--- config.mk ---
export PLATFORM = sky130hd
export DESIGN_NAME = pin_change_interrupt
export DESIGN_NICKNAME = d
export VERILOG_FILES = /design/src/hdl/pin_change_pkg.sv /design/src/hdl/pin_edge_detect.sv /design/src/hdl/sticky_flag_bank.sv /design/src/hdl/pin_change_interrupt.sv
export SDC_FILE = /design/constraint.sdc
export NUM_CORES = 1
export LEC_CHECK = 0
export ABC_AREA = 1
export BUFFER_PORTS_ARGS = -buffer_cell sky130_fd_sc_hd__buf_4
export CORE_ASPECT_RATIO = 1.4
export CORE_MARGIN = 2
export CORE_UTILIZATION = 47
export CTS_CLUSTER_SIZE = 12
export DETAILED_ROUTE_END_ITERATION = 8
export PLACE_DENSITY = 0.76
export SYNTH_ARGS = -nofsm -noshare
export SYNTH_HDL_FRONTEND = slang
export SYNTH_SLANG_ARGS = --single-unit
--- constraint.sdc ---
create_clock -name mclk -period 1.32 [get_ports mclk]
set_input_delay 0.132 -clock mclk [delete_from_list [all_inputs] [get_ports mclk]]
set_output_delay 0.132 -clock mclk [all_outputs]
set_load 0.03 [all_outputs]
--- src/hdl/pin_change_pkg.sv ---
// Shared constants and types for the pin change interrupt block
package pin_change_pkg;
   // Register byte offsets
   localparam logic [7:0] ADDR_CONTROL = 8'h00;
   localparam logic [7:0] ADDR_RISE_EN = 8'h04;
   localparam logic [7:0] ADDR_FALL_EN = 8'h08;
   localparam logic [7:0] ADDR_FLAGS = 8'h0C;
   localparam logic [7:0] ADDR_LEVEL = 8'h10;
   localparam logic [7:0] ADDR_IRQ_STATUS = 8'h14;
   localparam logic [7:0] ADDR_IRQ_MASK = 8'h18;
   // Field positions in the interrupt control register
   localparam int CTL_SUMMARY_BIT = 0;
   localparam int CTL_MASTER_BIT = 3;
   // Event bits in the interrupt status and mask registers
   localparam int EVT_COUNT = 2;
   localparam int EVT_CHANGE_BIT = 0;
   localparam int EVT_WAKE_BIT = 1;
   // Reset values
   localparam logic [7:0] CONTROL_RESET = 8'h00;
   localparam logic [7:0] EDGE_EN_RESET = 8'h00;
   localparam logic [7:0] FLAGS_RESET = 8'h00;
   localparam logic [1:0] IRQ_MASK_RESET = 2'h0;
   // Bus responses
   localparam logic [1:0] RESP_OKAY = 2'h0;
   localparam logic [1:0] RESP_SLVERR = 2'h2;
   // Register decode result
   typedef enum logic [2:0] {
      SEL_CONTROL,
      SEL_RISE_EN,
      SEL_FALL_EN,
      SEL_FLAGS,
      SEL_LEVEL,
      SEL_IRQ_STATUS,
      SEL_IRQ_MASK,
      SEL_NONE
   } reg_sel_t;
endpackage

--- src/hdl/pin_edge_detect.sv ---
// Pin synchroniser and per-pin edge detector
`timescale 1ns/1ps
`default_nettype none
module pin_edge_detect #(
   parameter int WIDTH = 6
) (
   // Clock and reset
   input wire logic mclk,
   input wire logic reset_n,
   // Asynchronous pins
   input wire logic [WIDTH-1:0] pin_in,
   // Filtered level and one-cycle edge pulses
   output logic [WIDTH-1:0] level,
   output logic [WIDTH-1:0] rise,
   output logic [WIDTH-1:0] fall
);
   logic [WIDTH-1:0] sync1_reg;
   logic [WIDTH-1:0] sync2_reg;
   logic [WIDTH-1:0] sync3_reg;

   always_ff @(posedge mclk) begin
      if (!reset_n) begin
         sync1_reg <= '0;
         sync2_reg <= '0;
         sync3_reg <= '0;
      end else begin
         sync1_reg <= pin_in;
         sync2_reg <= sync1_reg;
         sync3_reg <= sync2_reg;
      end
   end

   genvar i;
   generate
      for (i = 0; i < WIDTH; i++) begin : g_pin
         // Level changes once the second and third stages agree
         always_ff @(posedge mclk) begin
            if (!reset_n) begin
               level[i] <= 1'b0;
               rise[i] <= 1'b0;
               fall[i] <= 1'b0;
            end else begin
               rise[i] <= (sync2_reg[i] == sync3_reg[i]) && sync3_reg[i] && !level[i];
               fall[i] <= (sync2_reg[i] == sync3_reg[i]) && !sync3_reg[i] && level[i];
               if (sync2_reg[i] == sync3_reg[i]) begin
                  level[i] <= sync3_reg[i];
               end
            end
         end
      end
   endgenerate
endmodule
`default_nettype wire

--- src/hdl/sticky_flag_bank.sv ---
// Bank of hardware-set flags with software write, set wins over write
`timescale 1ns/1ps
`default_nettype none
module sticky_flag_bank #(
   parameter int WIDTH = 6,
   parameter bit WRITE_ONE_CLEARS = 1'b0
) (
   // Clock and reset
   input wire logic mclk,
   input wire logic reset_n,
   // Hardware set
   input wire logic [WIDTH-1:0] set,
   // Software write
   input wire logic wr_en,
   input wire logic [WIDTH-1:0] wr_data,
   // Flags
   output logic [WIDTH-1:0] flags
);
   logic [WIDTH-1:0] written;

   always_comb begin
      if (!wr_en) begin
         written = flags;
      end else if (WRITE_ONE_CLEARS) begin
         written = flags & ~wr_data;
      end else begin
         written = wr_data;
      end
   end

   always_ff @(posedge mclk) begin
      if (!reset_n) begin
         flags <= '0;
      end else begin
         flags <= written | set;
      end
   end
endmodule
`default_nettype wire

--- src/hdl/pin_change_interrupt.sv ---
// Pin change interrupt block with AXI4-Lite register access
//
// Notes on behaviour
// - The change interrupt request is raised only while the master enable is set.
// - Edges keep setting pin flags with the master enable cleared; only the request stops.
// - Each pin has a rising-edge detector gated by its rising enable bit.
// - Each pin has a falling-edge detector gated by its falling enable bit.
// - With both enable bits set a pin responds to either edge.
// - An enabled edge sets the pin flag and requests an interrupt when enabled.
// - The summary flag is the OR of all pin flags.
// - Writing zero to a pin flag clears it.
// - An edge during a flag write leaves that pin flag set, whatever was written.
// - A pin change wakes the device from sleep when the master enable is set.
// - Edges during sleep update the pin flags before execution resumes.
//
// Design decisions made here: the register addresses and the AXI4-Lite interface to the registers.
`timescale 1ns/1ps
`default_nettype none
module pin_change_interrupt #(
   parameter int PIN_COUNT = 6,
   parameter int ADDR_W = 8
) (
   // Clock and reset
   input wire logic mclk,
   input wire logic reset_n,
   // Port pins
   input wire logic [PIN_COUNT-1:0] port_pins,
   // Power control
   input wire logic sleep_active,
   output logic wake_request,
   // Interrupt
   output logic irq,
   // AXI4-Lite write address
   input wire logic [ADDR_W-1:0] s_axi_awaddr,
   input wire logic [2:0] s_axi_awprot,
   input wire logic s_axi_awvalid,
   output logic s_axi_awready,
   // AXI4-Lite write data
   input wire logic [31:0] s_axi_wdata,
   input wire logic [3:0] s_axi_wstrb,
   input wire logic s_axi_wvalid,
   output logic s_axi_wready,
   // AXI4-Lite write response
   output logic [1:0] s_axi_bresp,
   output logic s_axi_bvalid,
   input wire logic s_axi_bready,
   // AXI4-Lite read address
   input wire logic [ADDR_W-1:0] s_axi_araddr,
   input wire logic [2:0] s_axi_arprot,
   input wire logic s_axi_arvalid,
   output logic s_axi_arready,
   // AXI4-Lite read data
   output logic [31:0] s_axi_rdata,
   output logic [1:0] s_axi_rresp,
   output logic s_axi_rvalid,
   input wire logic s_axi_rready
);
   // Address decode, shared by reads and writes
   function automatic pin_change_pkg::reg_sel_t decode(input logic [ADDR_W-1:0] addr);
      logic [7:0] a;
      a = 8'(addr);
      if (addr[1:0] != 2'h0) begin
         decode = pin_change_pkg::SEL_NONE;
      end else if (a == pin_change_pkg::ADDR_CONTROL) begin
         decode = pin_change_pkg::SEL_CONTROL;
      end else if (a == pin_change_pkg::ADDR_RISE_EN) begin
         decode = pin_change_pkg::SEL_RISE_EN;
      end else if (a == pin_change_pkg::ADDR_FALL_EN) begin
         decode = pin_change_pkg::SEL_FALL_EN;
      end else if (a == pin_change_pkg::ADDR_FLAGS) begin
         decode = pin_change_pkg::SEL_FLAGS;
      end else if (a == pin_change_pkg::ADDR_LEVEL) begin
         decode = pin_change_pkg::SEL_LEVEL;
      end else if (a == pin_change_pkg::ADDR_IRQ_STATUS) begin
         decode = pin_change_pkg::SEL_IRQ_STATUS;
      end else if (a == pin_change_pkg::ADDR_IRQ_MASK) begin
         decode = pin_change_pkg::SEL_IRQ_MASK;
      end else begin
         decode = pin_change_pkg::SEL_NONE;
      end
   endfunction

   // Widen per-pin values to a register byte
   function automatic logic [7:0] pad_pins(input logic [PIN_COUNT-1:0] v);
      logic [7:0] r;
      r = 8'h00;
      r[PIN_COUNT-1:0] = v;
      pad_pins = r;
   endfunction

   // Registers
   logic master_enable_reg;
   logic [PIN_COUNT-1:0] rise_en_reg;
   logic [PIN_COUNT-1:0] fall_en_reg;
   logic [pin_change_pkg::EVT_COUNT-1:0] irq_mask_reg;
   logic [PIN_COUNT-1:0] pin_flags;
   logic [pin_change_pkg::EVT_COUNT-1:0] irq_status;

   // Edge detection
   logic [PIN_COUNT-1:0] pin_level;
   logic [PIN_COUNT-1:0] pin_rise;
   logic [PIN_COUNT-1:0] pin_fall;
   logic [PIN_COUNT-1:0] pin_edge;
   logic any_edge;
   logic summary_flag;
   logic [pin_change_pkg::EVT_COUNT-1:0] event_set;

   // Bus state
   logic aw_held_reg;
   logic w_held_reg;
   logic [ADDR_W-1:0] wr_addr_reg;
   logic [31:0] wr_data_reg;
   logic [3:0] wr_strb_reg;
   logic do_write;
   logic wr_byte0;
   pin_change_pkg::reg_sel_t wr_sel;
   pin_change_pkg::reg_sel_t rd_sel;
   logic [7:0] rd_byte;

   pin_edge_detect #(
      .WIDTH(PIN_COUNT)
   ) u_edge (
      .mclk(mclk),
      .reset_n(reset_n),
      .pin_in(port_pins),
      .level(pin_level),
      .rise(pin_rise),
      .fall(pin_fall)
   );

   // Enabled edges; detection runs regardless of master enable and of sleep
   assign pin_edge = (pin_rise & rise_en_reg) | (pin_fall & fall_en_reg);
   assign any_edge = |pin_edge;
   assign summary_flag = |pin_flags;

   // Write path decode
   assign do_write = aw_held_reg && w_held_reg && !s_axi_bvalid;
   assign wr_sel = decode(wr_addr_reg);
   assign wr_byte0 = do_write && wr_strb_reg[0];

   sticky_flag_bank #(
      .WIDTH(PIN_COUNT),
      .WRITE_ONE_CLEARS(1'b0)
   ) u_pin_flags (
      .mclk(mclk),
      .reset_n(reset_n),
      .set(pin_edge),
      .wr_en(wr_byte0 && (wr_sel == pin_change_pkg::SEL_FLAGS)),
      .wr_data(wr_data_reg[PIN_COUNT-1:0]),
      .flags(pin_flags)
   );

   always_comb begin
      event_set = '0;
      event_set[pin_change_pkg::EVT_CHANGE_BIT] = any_edge;
      event_set[pin_change_pkg::EVT_WAKE_BIT] = any_edge && sleep_active && master_enable_reg;
   end

   sticky_flag_bank #(
      .WIDTH(pin_change_pkg::EVT_COUNT),
      .WRITE_ONE_CLEARS(1'b1)
   ) u_irq_status (
      .mclk(mclk),
      .reset_n(reset_n),
      .set(event_set),
      .wr_en(wr_byte0 && (wr_sel == pin_change_pkg::SEL_IRQ_STATUS)),
      .wr_data(wr_data_reg[pin_change_pkg::EVT_COUNT-1:0]),
      .flags(irq_status)
   );

   // Control registers
   always_ff @(posedge mclk) begin
      if (!reset_n) begin
         master_enable_reg <= pin_change_pkg::CONTROL_RESET[pin_change_pkg::CTL_MASTER_BIT];
         rise_en_reg <= pin_change_pkg::EDGE_EN_RESET[PIN_COUNT-1:0];
         fall_en_reg <= pin_change_pkg::EDGE_EN_RESET[PIN_COUNT-1:0];
         irq_mask_reg <= pin_change_pkg::IRQ_MASK_RESET;
      end else if (wr_byte0) begin
         if (wr_sel == pin_change_pkg::SEL_CONTROL) begin
            master_enable_reg <= wr_data_reg[pin_change_pkg::CTL_MASTER_BIT];
         end else if (wr_sel == pin_change_pkg::SEL_RISE_EN) begin
            rise_en_reg <= wr_data_reg[PIN_COUNT-1:0];
         end else if (wr_sel == pin_change_pkg::SEL_FALL_EN) begin
            fall_en_reg <= wr_data_reg[PIN_COUNT-1:0];
         end else if (wr_sel == pin_change_pkg::SEL_IRQ_MASK) begin
            irq_mask_reg <= wr_data_reg[pin_change_pkg::EVT_COUNT-1:0];
         end
      end
   end

   // Interrupt request, gated by the master enable
   always_ff @(posedge mclk) begin
      if (!reset_n) begin
         irq <= 1'b0;
      end else begin
         irq <= master_enable_reg && |(irq_status & irq_mask_reg);
      end
   end

   // Wake request, held until the device leaves sleep
   always_ff @(posedge mclk) begin
      if (!reset_n) begin
         wake_request <= 1'b0;
      end else if (!sleep_active) begin
         wake_request <= 1'b0;
      end else if (any_edge && master_enable_reg) begin
         wake_request <= 1'b1;
      end
   end

   // Write address channel
   always_ff @(posedge mclk) begin
      if (!reset_n) begin
         aw_held_reg <= 1'b0;
         wr_addr_reg <= '0;
         s_axi_awready <= 1'b0;
      end else if (s_axi_awvalid && s_axi_awready) begin
         aw_held_reg <= 1'b1;
         wr_addr_reg <= s_axi_awaddr;
         s_axi_awready <= 1'b0;
      end else if (do_write) begin
         aw_held_reg <= 1'b0;
      end else if (!aw_held_reg && !s_axi_bvalid) begin
         s_axi_awready <= 1'b1;
      end
   end

   // Write data channel
   always_ff @(posedge mclk) begin
      if (!reset_n) begin
         w_held_reg <= 1'b0;
         wr_data_reg <= 32'h00000000;
         wr_strb_reg <= 4'h0;
         s_axi_wready <= 1'b0;
      end else if (s_axi_wvalid && s_axi_wready) begin
         w_held_reg <= 1'b1;
         wr_data_reg <= s_axi_wdata;
         wr_strb_reg <= s_axi_wstrb;
         s_axi_wready <= 1'b0;
      end else if (do_write) begin
         w_held_reg <= 1'b0;
      end else if (!w_held_reg && !s_axi_bvalid) begin
         s_axi_wready <= 1'b1;
      end
   end

   // Write response channel
   always_ff @(posedge mclk) begin
      if (!reset_n) begin
         s_axi_bvalid <= 1'b0;
         s_axi_bresp <= pin_change_pkg::RESP_OKAY;
      end else if (do_write) begin
         s_axi_bvalid <= 1'b1;
         if (wr_sel == pin_change_pkg::SEL_NONE) begin
            s_axi_bresp <= pin_change_pkg::RESP_SLVERR;
         end else begin
            s_axi_bresp <= pin_change_pkg::RESP_OKAY;
         end
      end else if (s_axi_bready) begin
         s_axi_bvalid <= 1'b0;
      end
   end

   // Read data selection
   assign rd_sel = decode(s_axi_araddr);

   always_comb begin
      rd_byte = 8'h00;
      case (rd_sel)
         pin_change_pkg::SEL_CONTROL: begin
            rd_byte[pin_change_pkg::CTL_MASTER_BIT] = master_enable_reg;
            rd_byte[pin_change_pkg::CTL_SUMMARY_BIT] = summary_flag;
         end
         pin_change_pkg::SEL_RISE_EN: begin
            rd_byte = pad_pins(rise_en_reg);
         end
         pin_change_pkg::SEL_FALL_EN: begin
            rd_byte = pad_pins(fall_en_reg);
         end
         pin_change_pkg::SEL_FLAGS: begin
            rd_byte = pad_pins(pin_flags);
         end
         pin_change_pkg::SEL_LEVEL: begin
            rd_byte = pad_pins(pin_level);
         end
         pin_change_pkg::SEL_IRQ_STATUS: begin
            rd_byte[pin_change_pkg::EVT_COUNT-1:0] = irq_status;
         end
         pin_change_pkg::SEL_IRQ_MASK: begin
            rd_byte[pin_change_pkg::EVT_COUNT-1:0] = irq_mask_reg;
         end
         default: begin
            rd_byte = 8'h00;
         end
      endcase
   end

   // Read address and data channels
   always_ff @(posedge mclk) begin
      if (!reset_n) begin
         s_axi_arready <= 1'b0;
         s_axi_rvalid <= 1'b0;
         s_axi_rdata <= 32'h00000000;
         s_axi_rresp <= pin_change_pkg::RESP_OKAY;
      end else if (s_axi_arvalid && s_axi_arready) begin
         s_axi_arready <= 1'b0;
         s_axi_rvalid <= 1'b1;
         s_axi_rdata <= {24'h000000, rd_byte};
         if (rd_sel == pin_change_pkg::SEL_NONE) begin
            s_axi_rresp <= pin_change_pkg::RESP_SLVERR;
         end else begin
            s_axi_rresp <= pin_change_pkg::RESP_OKAY;
         end
      end else if (s_axi_rvalid && s_axi_rready) begin
         s_axi_rvalid <= 1'b0;
      end else if (!s_axi_rvalid) begin
         s_axi_arready <= 1'b1;
      end
   end
endmodule
`default_nettype wire

==> results of run 1 <==
## final timing paths
check / end / from
max: fall_en_reg[5] / wr_addr_reg[7]
min: s_axi_rvalid / s_axi_rready
max reg2reg: fall_en_reg[5] / wr_addr_reg[7]
min reg2reg: u_edge.sync2_reg[3] / u_edge.sync1_reg[3]
## critical path, delay by kind of cell, from the launching register on
kind	cells	cell delay [ns]
AOI/OAI and AO/OA	1	0.18
DFF	1	0.32
and+or+nand+nor	7	0.80
## stage by stage
stage	total power [mW]	cells	hold slack (ns)
finish	6.04	720	0.0344
global route	6.31	720	0.0549
CTS	6.08	717	0.0218
detailed placement	3.66	693	0.317
global placement	3.63	693	0.313
floorplan	3.46	554	0.230
## layer usage
metal | global-route usage | up-vias
li1 | - | 1789
met5 | 0 | -
met4 | 0.129 | 0
met2 | 0.346 | 99
met3 | 0.0442 | 29
met1 | 0.223 | 1586
## logic make-up after synthesis
family	share of synthesized area
compound gates	0.128
fa+ha+maj	0.0368
buf+inv	0.133
flops	0.446
other cells	0.000918
simple gates	0.255
## placed cells by master (no fill, tap or decap), types with 2 or more instances in the layout
master,synthesis,final
nand2_1,87,86
dfxtp_1,91,86
buf_4,28,72
nor2_1,74,70
inv_1,68,68
conb_1,1,28
a21oi_1,29,25
o21ai_0,35,25
nand4_1,14,14
nand3_1,12,12
ha_1,12,12
a21oi_2,8,11
nor2_4,9,10
o21ai_1,9,10
clkbuf_16,0,9
o21ai_2,0,8
nor2_2,4,7
dlygate4sd3_1,0,6
nand2_2,5,5
a22o_1,5,5
dfxtp_2,0,5
nand2_4,3,4
inv_2,3,3
nor3_4,1,3
a211oi_1,3,3
buf_12,0,3
nand3_2,2,2
a31oi_1,2,2
nor3_2,4,2
clkbuf_8,0,2
clkinvlp_4,0,2
clkinv_2,0,2
buf_6,0,2
## timing repair
action                                 4_1_cts  5_1_grt
setup endpoints to repair                   20       24
buffers inserted                             2        2
gates resized for setup                     16       27
hold buffers                                 6        0
pin swaps                                    3       10
gates cloned                                 0        1
endpoints found under the hold margin        6        0
## area by class of cell
type / count / area [um^2] / share of cell area
sequential: 91 / 1830 / 0.355
tap: 105 / 131 / 0.0255
timing repair inverter: 1 / 6.26 / 0.00121
clock inverter: 4 / 25.0 / 0.00486
timing repair buffer: 83 / 683 / 0.133
clock buffer: 12 / 256 / 0.0498
inverter: 74 / 290 / 0.0564
multi-input combinational: 350 / 1930 / 0.375
## power by group
| group | total (mW) | internal [mW] | switching, mW |
|---|---|---|---|
| clock | 2.38 | 1.37 | 1.00 |
| sequential | 2.90 | 2.83 | 0.0633 |
| combinational | 0.763 | 0.277 | 0.486 |
| total | 6.04 | 4.48 | 1.55 |
==> impl_metrics.csv, run 1 <==
group,metric,value,unit
run_status,outcome,"finished with violations",
run_status,violations,"setup timing",
placed_design,dp_worst_setup_slack,-0.0849,ns
logic_synthesis,synth_top_area_frac,0.446,
critical_path,cp.required,1.55,ns
critical_path,cp_cell_sequence,"nor2_2, nand2_2, nor2_4, nand2_4, nor2_4, nand2_4, o21ai_1, nor2_2",
logic_synthesis,synth_edf_count,0,
drt,routed_wl,9000,um
global_route,antenna_found_initial,0,
critical_path,cp_max_fo,5,
timing,fin_setup_tns,-0.967,ns
cells_and_area,fin_util,0.605,
die,die_w,82.8,um
logic_synthesis,ys_ff_latch,91,
critical_path,regToRegSetupSlack,-0.09,ns
drt,drc,0,
logic_synthesis,syn_avg_cell_area,7.75,um^2
logic_synthesis,synth.most_common_cell,"dfxtp_1",
cells_and_area,nFillCells,774,
logic_synthesis,netlist_instances,527,
pwr,vdd_drop_max,1040,uV
placed_design,place_area,4640,um^2
die,rows,40,
die,core_area,8510,um^2
cells_and_area,fin_nets,694,
clocking,cts_tree,"done",
cells_and_area,area_growth,26.1,%
critical_path,start_kind,"flop",
global_route,grt_pass1_wl,14400,um
placed_design,gp_congestion,0.892,
logic_synthesis,syn_area,4090,um^2
flow_run,maxCapViolations,0,
drt,wl_met2,4630,um
timing,fin_skew,0.00853,ns
logic_synthesis,synth_warnings,0,
logic_synthesis,synth-async-reset-ratio,0,
timing,fin_crit_sh,1.07,
timing,timing.final.hold_violations,0,
logic_synthesis,ys_seq_area_frac,0.446,
timing,setup_violations,21,
cells_and_area,antenna_cells,0,
placed_design,port_buffers,51,
die,initial_utilization,0.480,
drt,top_layer,"met4",
die,die_h,114,um
logic_synthesis,synth_flop_cell,"dfxtp_1",
clocking,root_buffer,"clkbuf_16",
timing,rsz0062_at_grt,"true",
clocking,cts.sinks,91,
logic_synthesis,synth_area_leaders,"dfxtp_1 45%, nand2_1 8.0%, nor2_1 6.8%",
critical_path,slowest_stage,"dfxtp_2",
critical_path,crit_arrival,1.64,ns
clocking,clockBufferDepth,2,
clocking,cts_inserted_buffers,9,
timing,layout_setup_ws,-0.0907,ns
global_route,grt_max_degree,45,
drt,vias_per_cell,4.87,
critical_path,slowest_delay,0.32,ns
drt,drt-met1-wl,3590,um
cells_and_area,drive_above_1_share,0.260,
logic_synthesis,synthTopCellsByCount,"91 x dfxtp_1, 87 x nand2_1, 74 x nor2_1",
drt,wl_met3,354,um
die,ios,115,
timing,min_period,1.41,ns
logic_synthesis,ys_types,33,
die,die_area,9460,um^2
critical_path,endpoint_kind,"flop",
clocking,htreeDepth,3,
min_path,min_path_type,"input port to flop",
global_route,track_usage,0.203,
drt,drt_iter0_markers,201,
min_path,holdPathStages,4,
drt,drtAntennaViolNets,0,
global_route,grt-ovfl-total,0,
clocking,path_clk_slew,0.06,ns
placed_design,dp_hpwl,6440,um
critical_path,ff2ff_path_depth,8,
pwr,p_per_area,1170,nW/um^2
drt,vias,3503,
drt,wl_per_cell,12.5,um
cells_and_area,postLayoutCellArea,5150,um^2
pwr,power.leakage,2.45,nW
timing,drv_slew,0,
timing,fmax,709,MHz
drt,dr.pass1.iters,4,
cells_and_area,largest_register_ffs,8,
logic_synthesis,synth_top_area_cell,"dfxtp_1",
critical_path,path_class,"flop to flop",
global_route,grt_pass1_vias,3244,
clocking,clk-insertion-delay-late,0.34,ns
No activity file was read; power rests on OpenSTA's default activity.
==> run 2: changes to the inputs <==
--- a/config.mk
+++ b/config.mk
@@ -9,10 +9,10 @@
 export BUFFER_PORTS_ARGS = -buffer_cell sky130_fd_sc_hd__buf_4
 export CORE_ASPECT_RATIO = 1.4
 export CORE_MARGIN = 2
-export CORE_UTILIZATION = 47
+export CORE_UTILIZATION = 52
 export CTS_CLUSTER_SIZE = 12
 export DETAILED_ROUTE_END_ITERATION = 8
-export PLACE_DENSITY = 0.76
+export PLACE_DENSITY = 0.8
 export SYNTH_ARGS = -nofsm -noshare
 export SYNTH_HDL_FRONTEND = slang
 export SYNTH_SLANG_ARGS = --single-unit
==> constraint.sdc (replaced) <==
create_clock -name mclk -period 1.5 [get_ports mclk]
set_input_delay 0.15 -clock mclk [delete_from_list [all_inputs] [get_ports mclk]]
set_output_delay 0.15 -clock mclk [all_outputs]
set_load 0.03 [all_outputs]
==> run 2 against run 1 <==
The run now ends clean. Combinational power down 23%. Setup slack improved by 0.18 ns. Clock skew increased by 0.0021 ns. Clock power fell by 23%. Non-clock buffer count shrank 19. Worst hold slack lost 0.011 ns. Largest cell class unchanged.
==> impl_metrics.csv, run 2 (synthesis gave the netlist of run 1 again) <==
group,metric,value,unit
clocking,path_clk_slew,0.09,ns
drt,wl_per_cell,12.5,um
clocking,clk-insertion-delay-late,0.37,ns
cells_and_area,fin_nets,674,
cells_and_area,drive_above_1_share,0.197,
clocking,cts_tree,"done",
pwr,power.leakage,2.30,nW
pwr,vdd_drop_max,559,uV
global_route,track_usage,0.214,
die,ios,115,
cells_and_area,antenna_cells,0,
cells_and_area,layout_common_cells,"91 x dfxtp_1, 87 x nand2_1, 74 x nor2_1",
die,initial_utilization,0.530,
clocking,root_buffer,"clkbuf_8",
critical_path,endpoint_kind,"flop",
pwr,p_total,4.97,mW
global_route,grt-ovfl-total,0,
timing,fin_setup_tns,0,ns
die,core_area,7700,um^2
placed_design,gp_congestion,0.911,
clocking,cts_inserted_buffers,9,
pwr,p_per_area,1030,nW/um^2
timing,min_period,1.41,ns
critical_path,cp_max_fo,9,
clocking,postCtsSetupBuffers,0,
timing,fin_crit_sh,0.939,
timing,fin_skew,0.0106,ns
cells_and_area,fin_util,0.625,
drt,drtAntennaViolNets,0,
timing,hold-worst-slack,0.0229,ns
clocking,clockBufferDepth,2,
timing,fmax,710,MHz
flow_run,maxCapViolations,0,
placed_design,dp_hpwl,6490,um
global_route,antenna_found_initial,0,
die,die_w,78.9,um
critical_path,start_kind,"flop",
die,die_h,109,um
min_path,min_path_type,"input port to flop",
critical_path,crit_arrival,1.68,ns
clocking,htreeDepth,3,
drt,drt_iter0_markers,125,
placed_design,port_buffers,51,
drt,drc,0,
drt,dr.pass1.iters,4,
drt,routed_wl,8670,um
critical_path,cp.required,1.77,ns
global_route,grt_max_degree,50,
die,rows,38,
timing,timing.final.hold_violations,0,
clocking,cts.sinks,91,
cells_and_area,mostFrequentLayoutCell,"dfxtp_1",
cells_and_area,area_growth,17.8,%
timing,setup_violations,0,
die,die_area,8590,um^2
run_status,outcome,"finished, final reports clean",
critical_path,path_class,"flop to flop",
global_route,grt_pass1_wl,14000,um
drt,vias,3375,
cells_and_area,largest_register_ffs,8,
timing,rsz0062_at_grt,"true",
drt,vias_per_cell,4.86,
global_route,grt_pass1_vias,3125,
timing,drv_slew,0,
[run 2: changes by cell type in the layout (fill, tap and decap cells not counted), moves of 3 or more]
cell	change
clkbuf_8	+9
nor2_1	+4
buf_4	-16
o21ai_0	+8
nor2_2	-3
clkbuf_16	-9
a21oi_1	+4
dfxtp_1	+5
dfxtp_2	-5
a21oi_2	-3
o21ai_2	-8
[run 2: final timing paths]
kind / from / to / slack [ns] / depth (start not counted)
max: wr_addr_reg[0] / u_pin_flags.flags[5] / 0.09 / 8
min reg2reg: u_edge.sync1_reg[3] / u_edge.sync2_reg[3] / 0.42 / 2
max reg2reg: wr_addr_reg[0] / u_pin_flags.flags[5] / 0.09 / 8
min: s_axi_rready / s_axi_rvalid / 0.02 / 4
[run 2: cell type report]
type                            count  area, um^2
Timing Repair Buffer               64         520
Sequential cell                    91        1820
Multi-Input combinational cell    350        1830
Clock buffer                       11         151
Clock inverter                      4        73.8
Tap cell                          100         125
Inverter                           74         288
Fill cell                         717        2890
[run 2: metal layers]
| layer | global-route usage | part of all wire | vias up |
|---|---|---|---|
| met5 | 0 | 0 | - |
| met2 | 0.400 | 0.53 | 93 |
| met1 | 0.230 | 0.40 | 1518 |
| met4 | 0.0998 | 0.027 | 0 |
| met3 | 0.0414 | 0.048 | 17 |
| li1 | - | - | 1747 |
[run 2: report_power, final]
part           switching, mW  internal (mW)
logic                  0.393          0.197
registers             0.0546           2.49
clock network          0.815           1.02
[run 2: worst max-delay path, stage by stage, from the launching register on]
cell	delay [ns]
dfxtp_1	0.34
nor2_4	0.18
inv_2	0.09
nor3_4	0.15
nand4_4	0.18
a21oi_1	0.20
nand2_1	0.08
nand2_1	0.06
inv_1	0.04
[run 2: through the flow]
step                setup slack [ns]  cell area [um^2]  instances
detailed placement            0.0482              4520        673
CTS                           0.0260              4800        694
global placement              0.0612              4520        673
global route                 -0.0434              4810        694
floorplan                      0.196              4190        554
finish                        0.0913              4810        694
[run 2: repair_timing]
action,CTS,global route
endpoints found under the setup margin,0,9
hold buffers,6,0
hold endpoints to repair,6,0
resized for setup,0,3
==> run 3: changes to the inputs <==
--- a/config.mk
+++ b/config.mk
@@ -9,10 +9,9 @@
 export BUFFER_PORTS_ARGS = -buffer_cell sky130_fd_sc_hd__buf_4
 export CORE_ASPECT_RATIO = 1.4
 export CORE_MARGIN = 2
-export CORE_UTILIZATION = 52
+export CORE_UTILIZATION = 35
 export CTS_CLUSTER_SIZE = 12
 export DETAILED_ROUTE_END_ITERATION = 8
-export PLACE_DENSITY = 0.8
 export SYNTH_ARGS = -nofsm -noshare
 export SYNTH_HDL_FRONTEND = slang
 export SYNTH_SLANG_ARGS = --single-unit
==> run 3 against run 2 <==
Critical path depth unchanged. Clock power up 32%. Fmax down 2.9%. Flip-flop and latch count unchanged. First-iteration DRC count up 23%. Via count up 1.2%. Die area up 46%. Clock skew about the same. Critical path type unchanged.
==> impl_metrics.csv, run 3 (synthesis gave the netlist of run 1 again) <==
group,metric,value,unit
pwr,p_total,5.61,mW
clocking,clockBufferDepth,2,
run_status,outcome,"finished, final reports clean",
critical_path,cp.required,1.73,ns
timing,fin_setup_tns,0,ns
drt,routed_wl,9180,um
placed_design,place_area,4580,um^2
timing,rsz0062_at_grt,"true",
die,die_h,132,um
critical_path,cp_max_fo,5,
pwr,p_per_area,1110,nW/um^2
cells_and_area,mostFrequentLayoutCell,"dfxtp_1",
critical_path,path_class,"flop to flop",
timing,fin_skew,0.0104,ns
cells_and_area,fin_nets,683,
flow_run,maxCapViolations,0,
timing,setup_violations,0,
cells_and_area,postLayoutCellArea,5070,um^2
timing,drv_slew,0,
timing,fmax,689,MHz
timing,min_period,1.45,ns
critical_path,crit_arrival,1.68,ns
min_path,min_path_type,"input port to flop",
global_route,track_usage,0.149,
drt,wl_per_cell,12.3,um
placed_design,port_buffers,51,
clocking,path_clk_slew,0.06,ns
drt,drtAntennaViolNets,0,
clocking,clk-insertion-delay-late,0.34,ns
cells_and_area,nFillCells,1122,
pwr,power.leakage,2.40,nW
timing,hold-worst-slack,0.0546,ns
drt,dr.pass1.iters,4,
global_route,grt_max_degree,46,
drt,drt_iter0_markers,154,
die,initial_utilization,0.360,
critical_path,start_kind,"flop",
timing,timing.final.hold_violations,0,
critical_path,cp_cell_sequence,"nor2_4, inv_2, nor3_4, nand4_4, nand2_1, o21ai_1, o21ai_1, inv_1",
clocking,root_buffer,"clkbuf_16",
die,rows,46,
cells_and_area,multi_input_area,1880,um^2
clocking,htreeDepth,3,
cells_and_area,drive_above_1_share,0.219,
die,ios,115,
critical_path,slowest_delay,0.33,ns
critical_path,slowest_stage,"dfxtp_2",
pwr,vdd_drop_max,482,uV
die,die_area,12600,um^2
cells_and_area,antenna_cells,0,
global_route,grt-ovfl-total,0,
cells_and_area,area_growth,24.2,%
clocking,cts_tree,"done",
critical_path,endpoint_kind,"flop",
die,die_w,95.3,um
placed_design,dp_worst_setup_slack,-0.0899,ns
global_route,grt_pass1_vias,3074,
placed_design,gp_congestion,0.903,
cells_and_area,layout_common_cells,"88 x dfxtp_1, 87 x nand2_1, 74 x nor2_1",
cells_and_area,seqCellArea,1830,um^2
placed_design,dp_hpwl,6810,um
clocking,cts.sinks,91,
drt,vias_per_cell,4.57,
clocking,cts_inserted_buffers,9,
critical_path,crit_top_cell,"o21ai_1",
global_route,antenna_found_initial,0,
drt,drc,0,
timing,layout_setup_ws,0.0488,ns
die,core_area,11300,um^2
timing,fin_crit_sh,0.967,
global_route,grt_pass1_wl,14500,um
drt,vias,3416,
cells_and_area,largest_register_ffs,8,
-- run 3: cell count changes in the layout (fill, tap and decap cells not counted), moves of 2 or more --
cell / previous run / this run
clkbuf_8: 11 / 1
clkbuf_16: 0 / 9
buf_4: 56 / 64
o21ai_0: 33 / 28
o21ai_1: 11 / 15
a21oi_1: 29 / 26
dfxtp_1: 91 / 88
dfxtp_2: 0 / 3
a21oi_2: 8 / 10
clkbuf_1: 0 / 2
-- run 3: worst paths after layout --
check,slack [ns],to,startpoint,cells after the start
setup reg to reg,0.05,u_pin_flags.flags[3],wr_addr_reg[0],8
setup / recovery,0.05,u_pin_flags.flags[3],wr_addr_reg[0],8
hold / removal,0.05,s_axi_bvalid,s_axi_bready,4
hold reg to reg,0.41,u_edge.sync2_reg[1],u_edge.sync1_reg[1],2
-- run 3: repair_timing --
item	4_1_cts	5_1_grt
setup buffers	0	6
pin swaps	0	4
setup endpoints to repair	1	13
endpoints found under the hold margin	6	0
resized for setup	1	17
cloned	0	1
hold buffers	6	0
-- run 3: report_power, final --
part / internal [mW] / switching [mW] / total, mW
sequential: 2.49 / 0.0584 / 2.55
combinational: 0.228 / 0.414 / 0.642
clock: 1.51 / 0.909 / 2.42
-- run 3: critical path: cells and delay by family (launching register included) --
kind,cells,cell delay (ns)
compound gates,2,0.19
buf+inv,2,0.13
simple gates,4,0.69
flops,1,0.33
-- run 3: metal layers --
metal,vias up,global-route usage,part of all wire
li1,1769,-,-
met4,0,0.0805,0.038
met1,1538,0.167,0.40
met2,86,0.259,0.52
met3,23,0.0292,0.035
met5,-,0,0
-- run 3: cell type report --
type                            instances  area share
Multi-Input combinational cell        351       0.371
Sequential cell                        91       0.360
Timing Repair Buffer                   72       0.114
Inverter                               74      0.0567
Clock buffer                           12      0.0486
Tap cell                              144      0.0355
Clock inverter                          4      0.0145
-- run 3: stage by stage --
| stage | cells | util |
|---|---|---|
| 2_1_floorplan | 554 | - |
| 3_3_place_gp | 719 | 0.404 |
| 3_5_place_dp | 719 | 0.404 |
| 4_1_cts | 741 | 0.437 |
| 5_1_grt | 748 | 0.448 |
| 6_report | 748 | 0.448 |
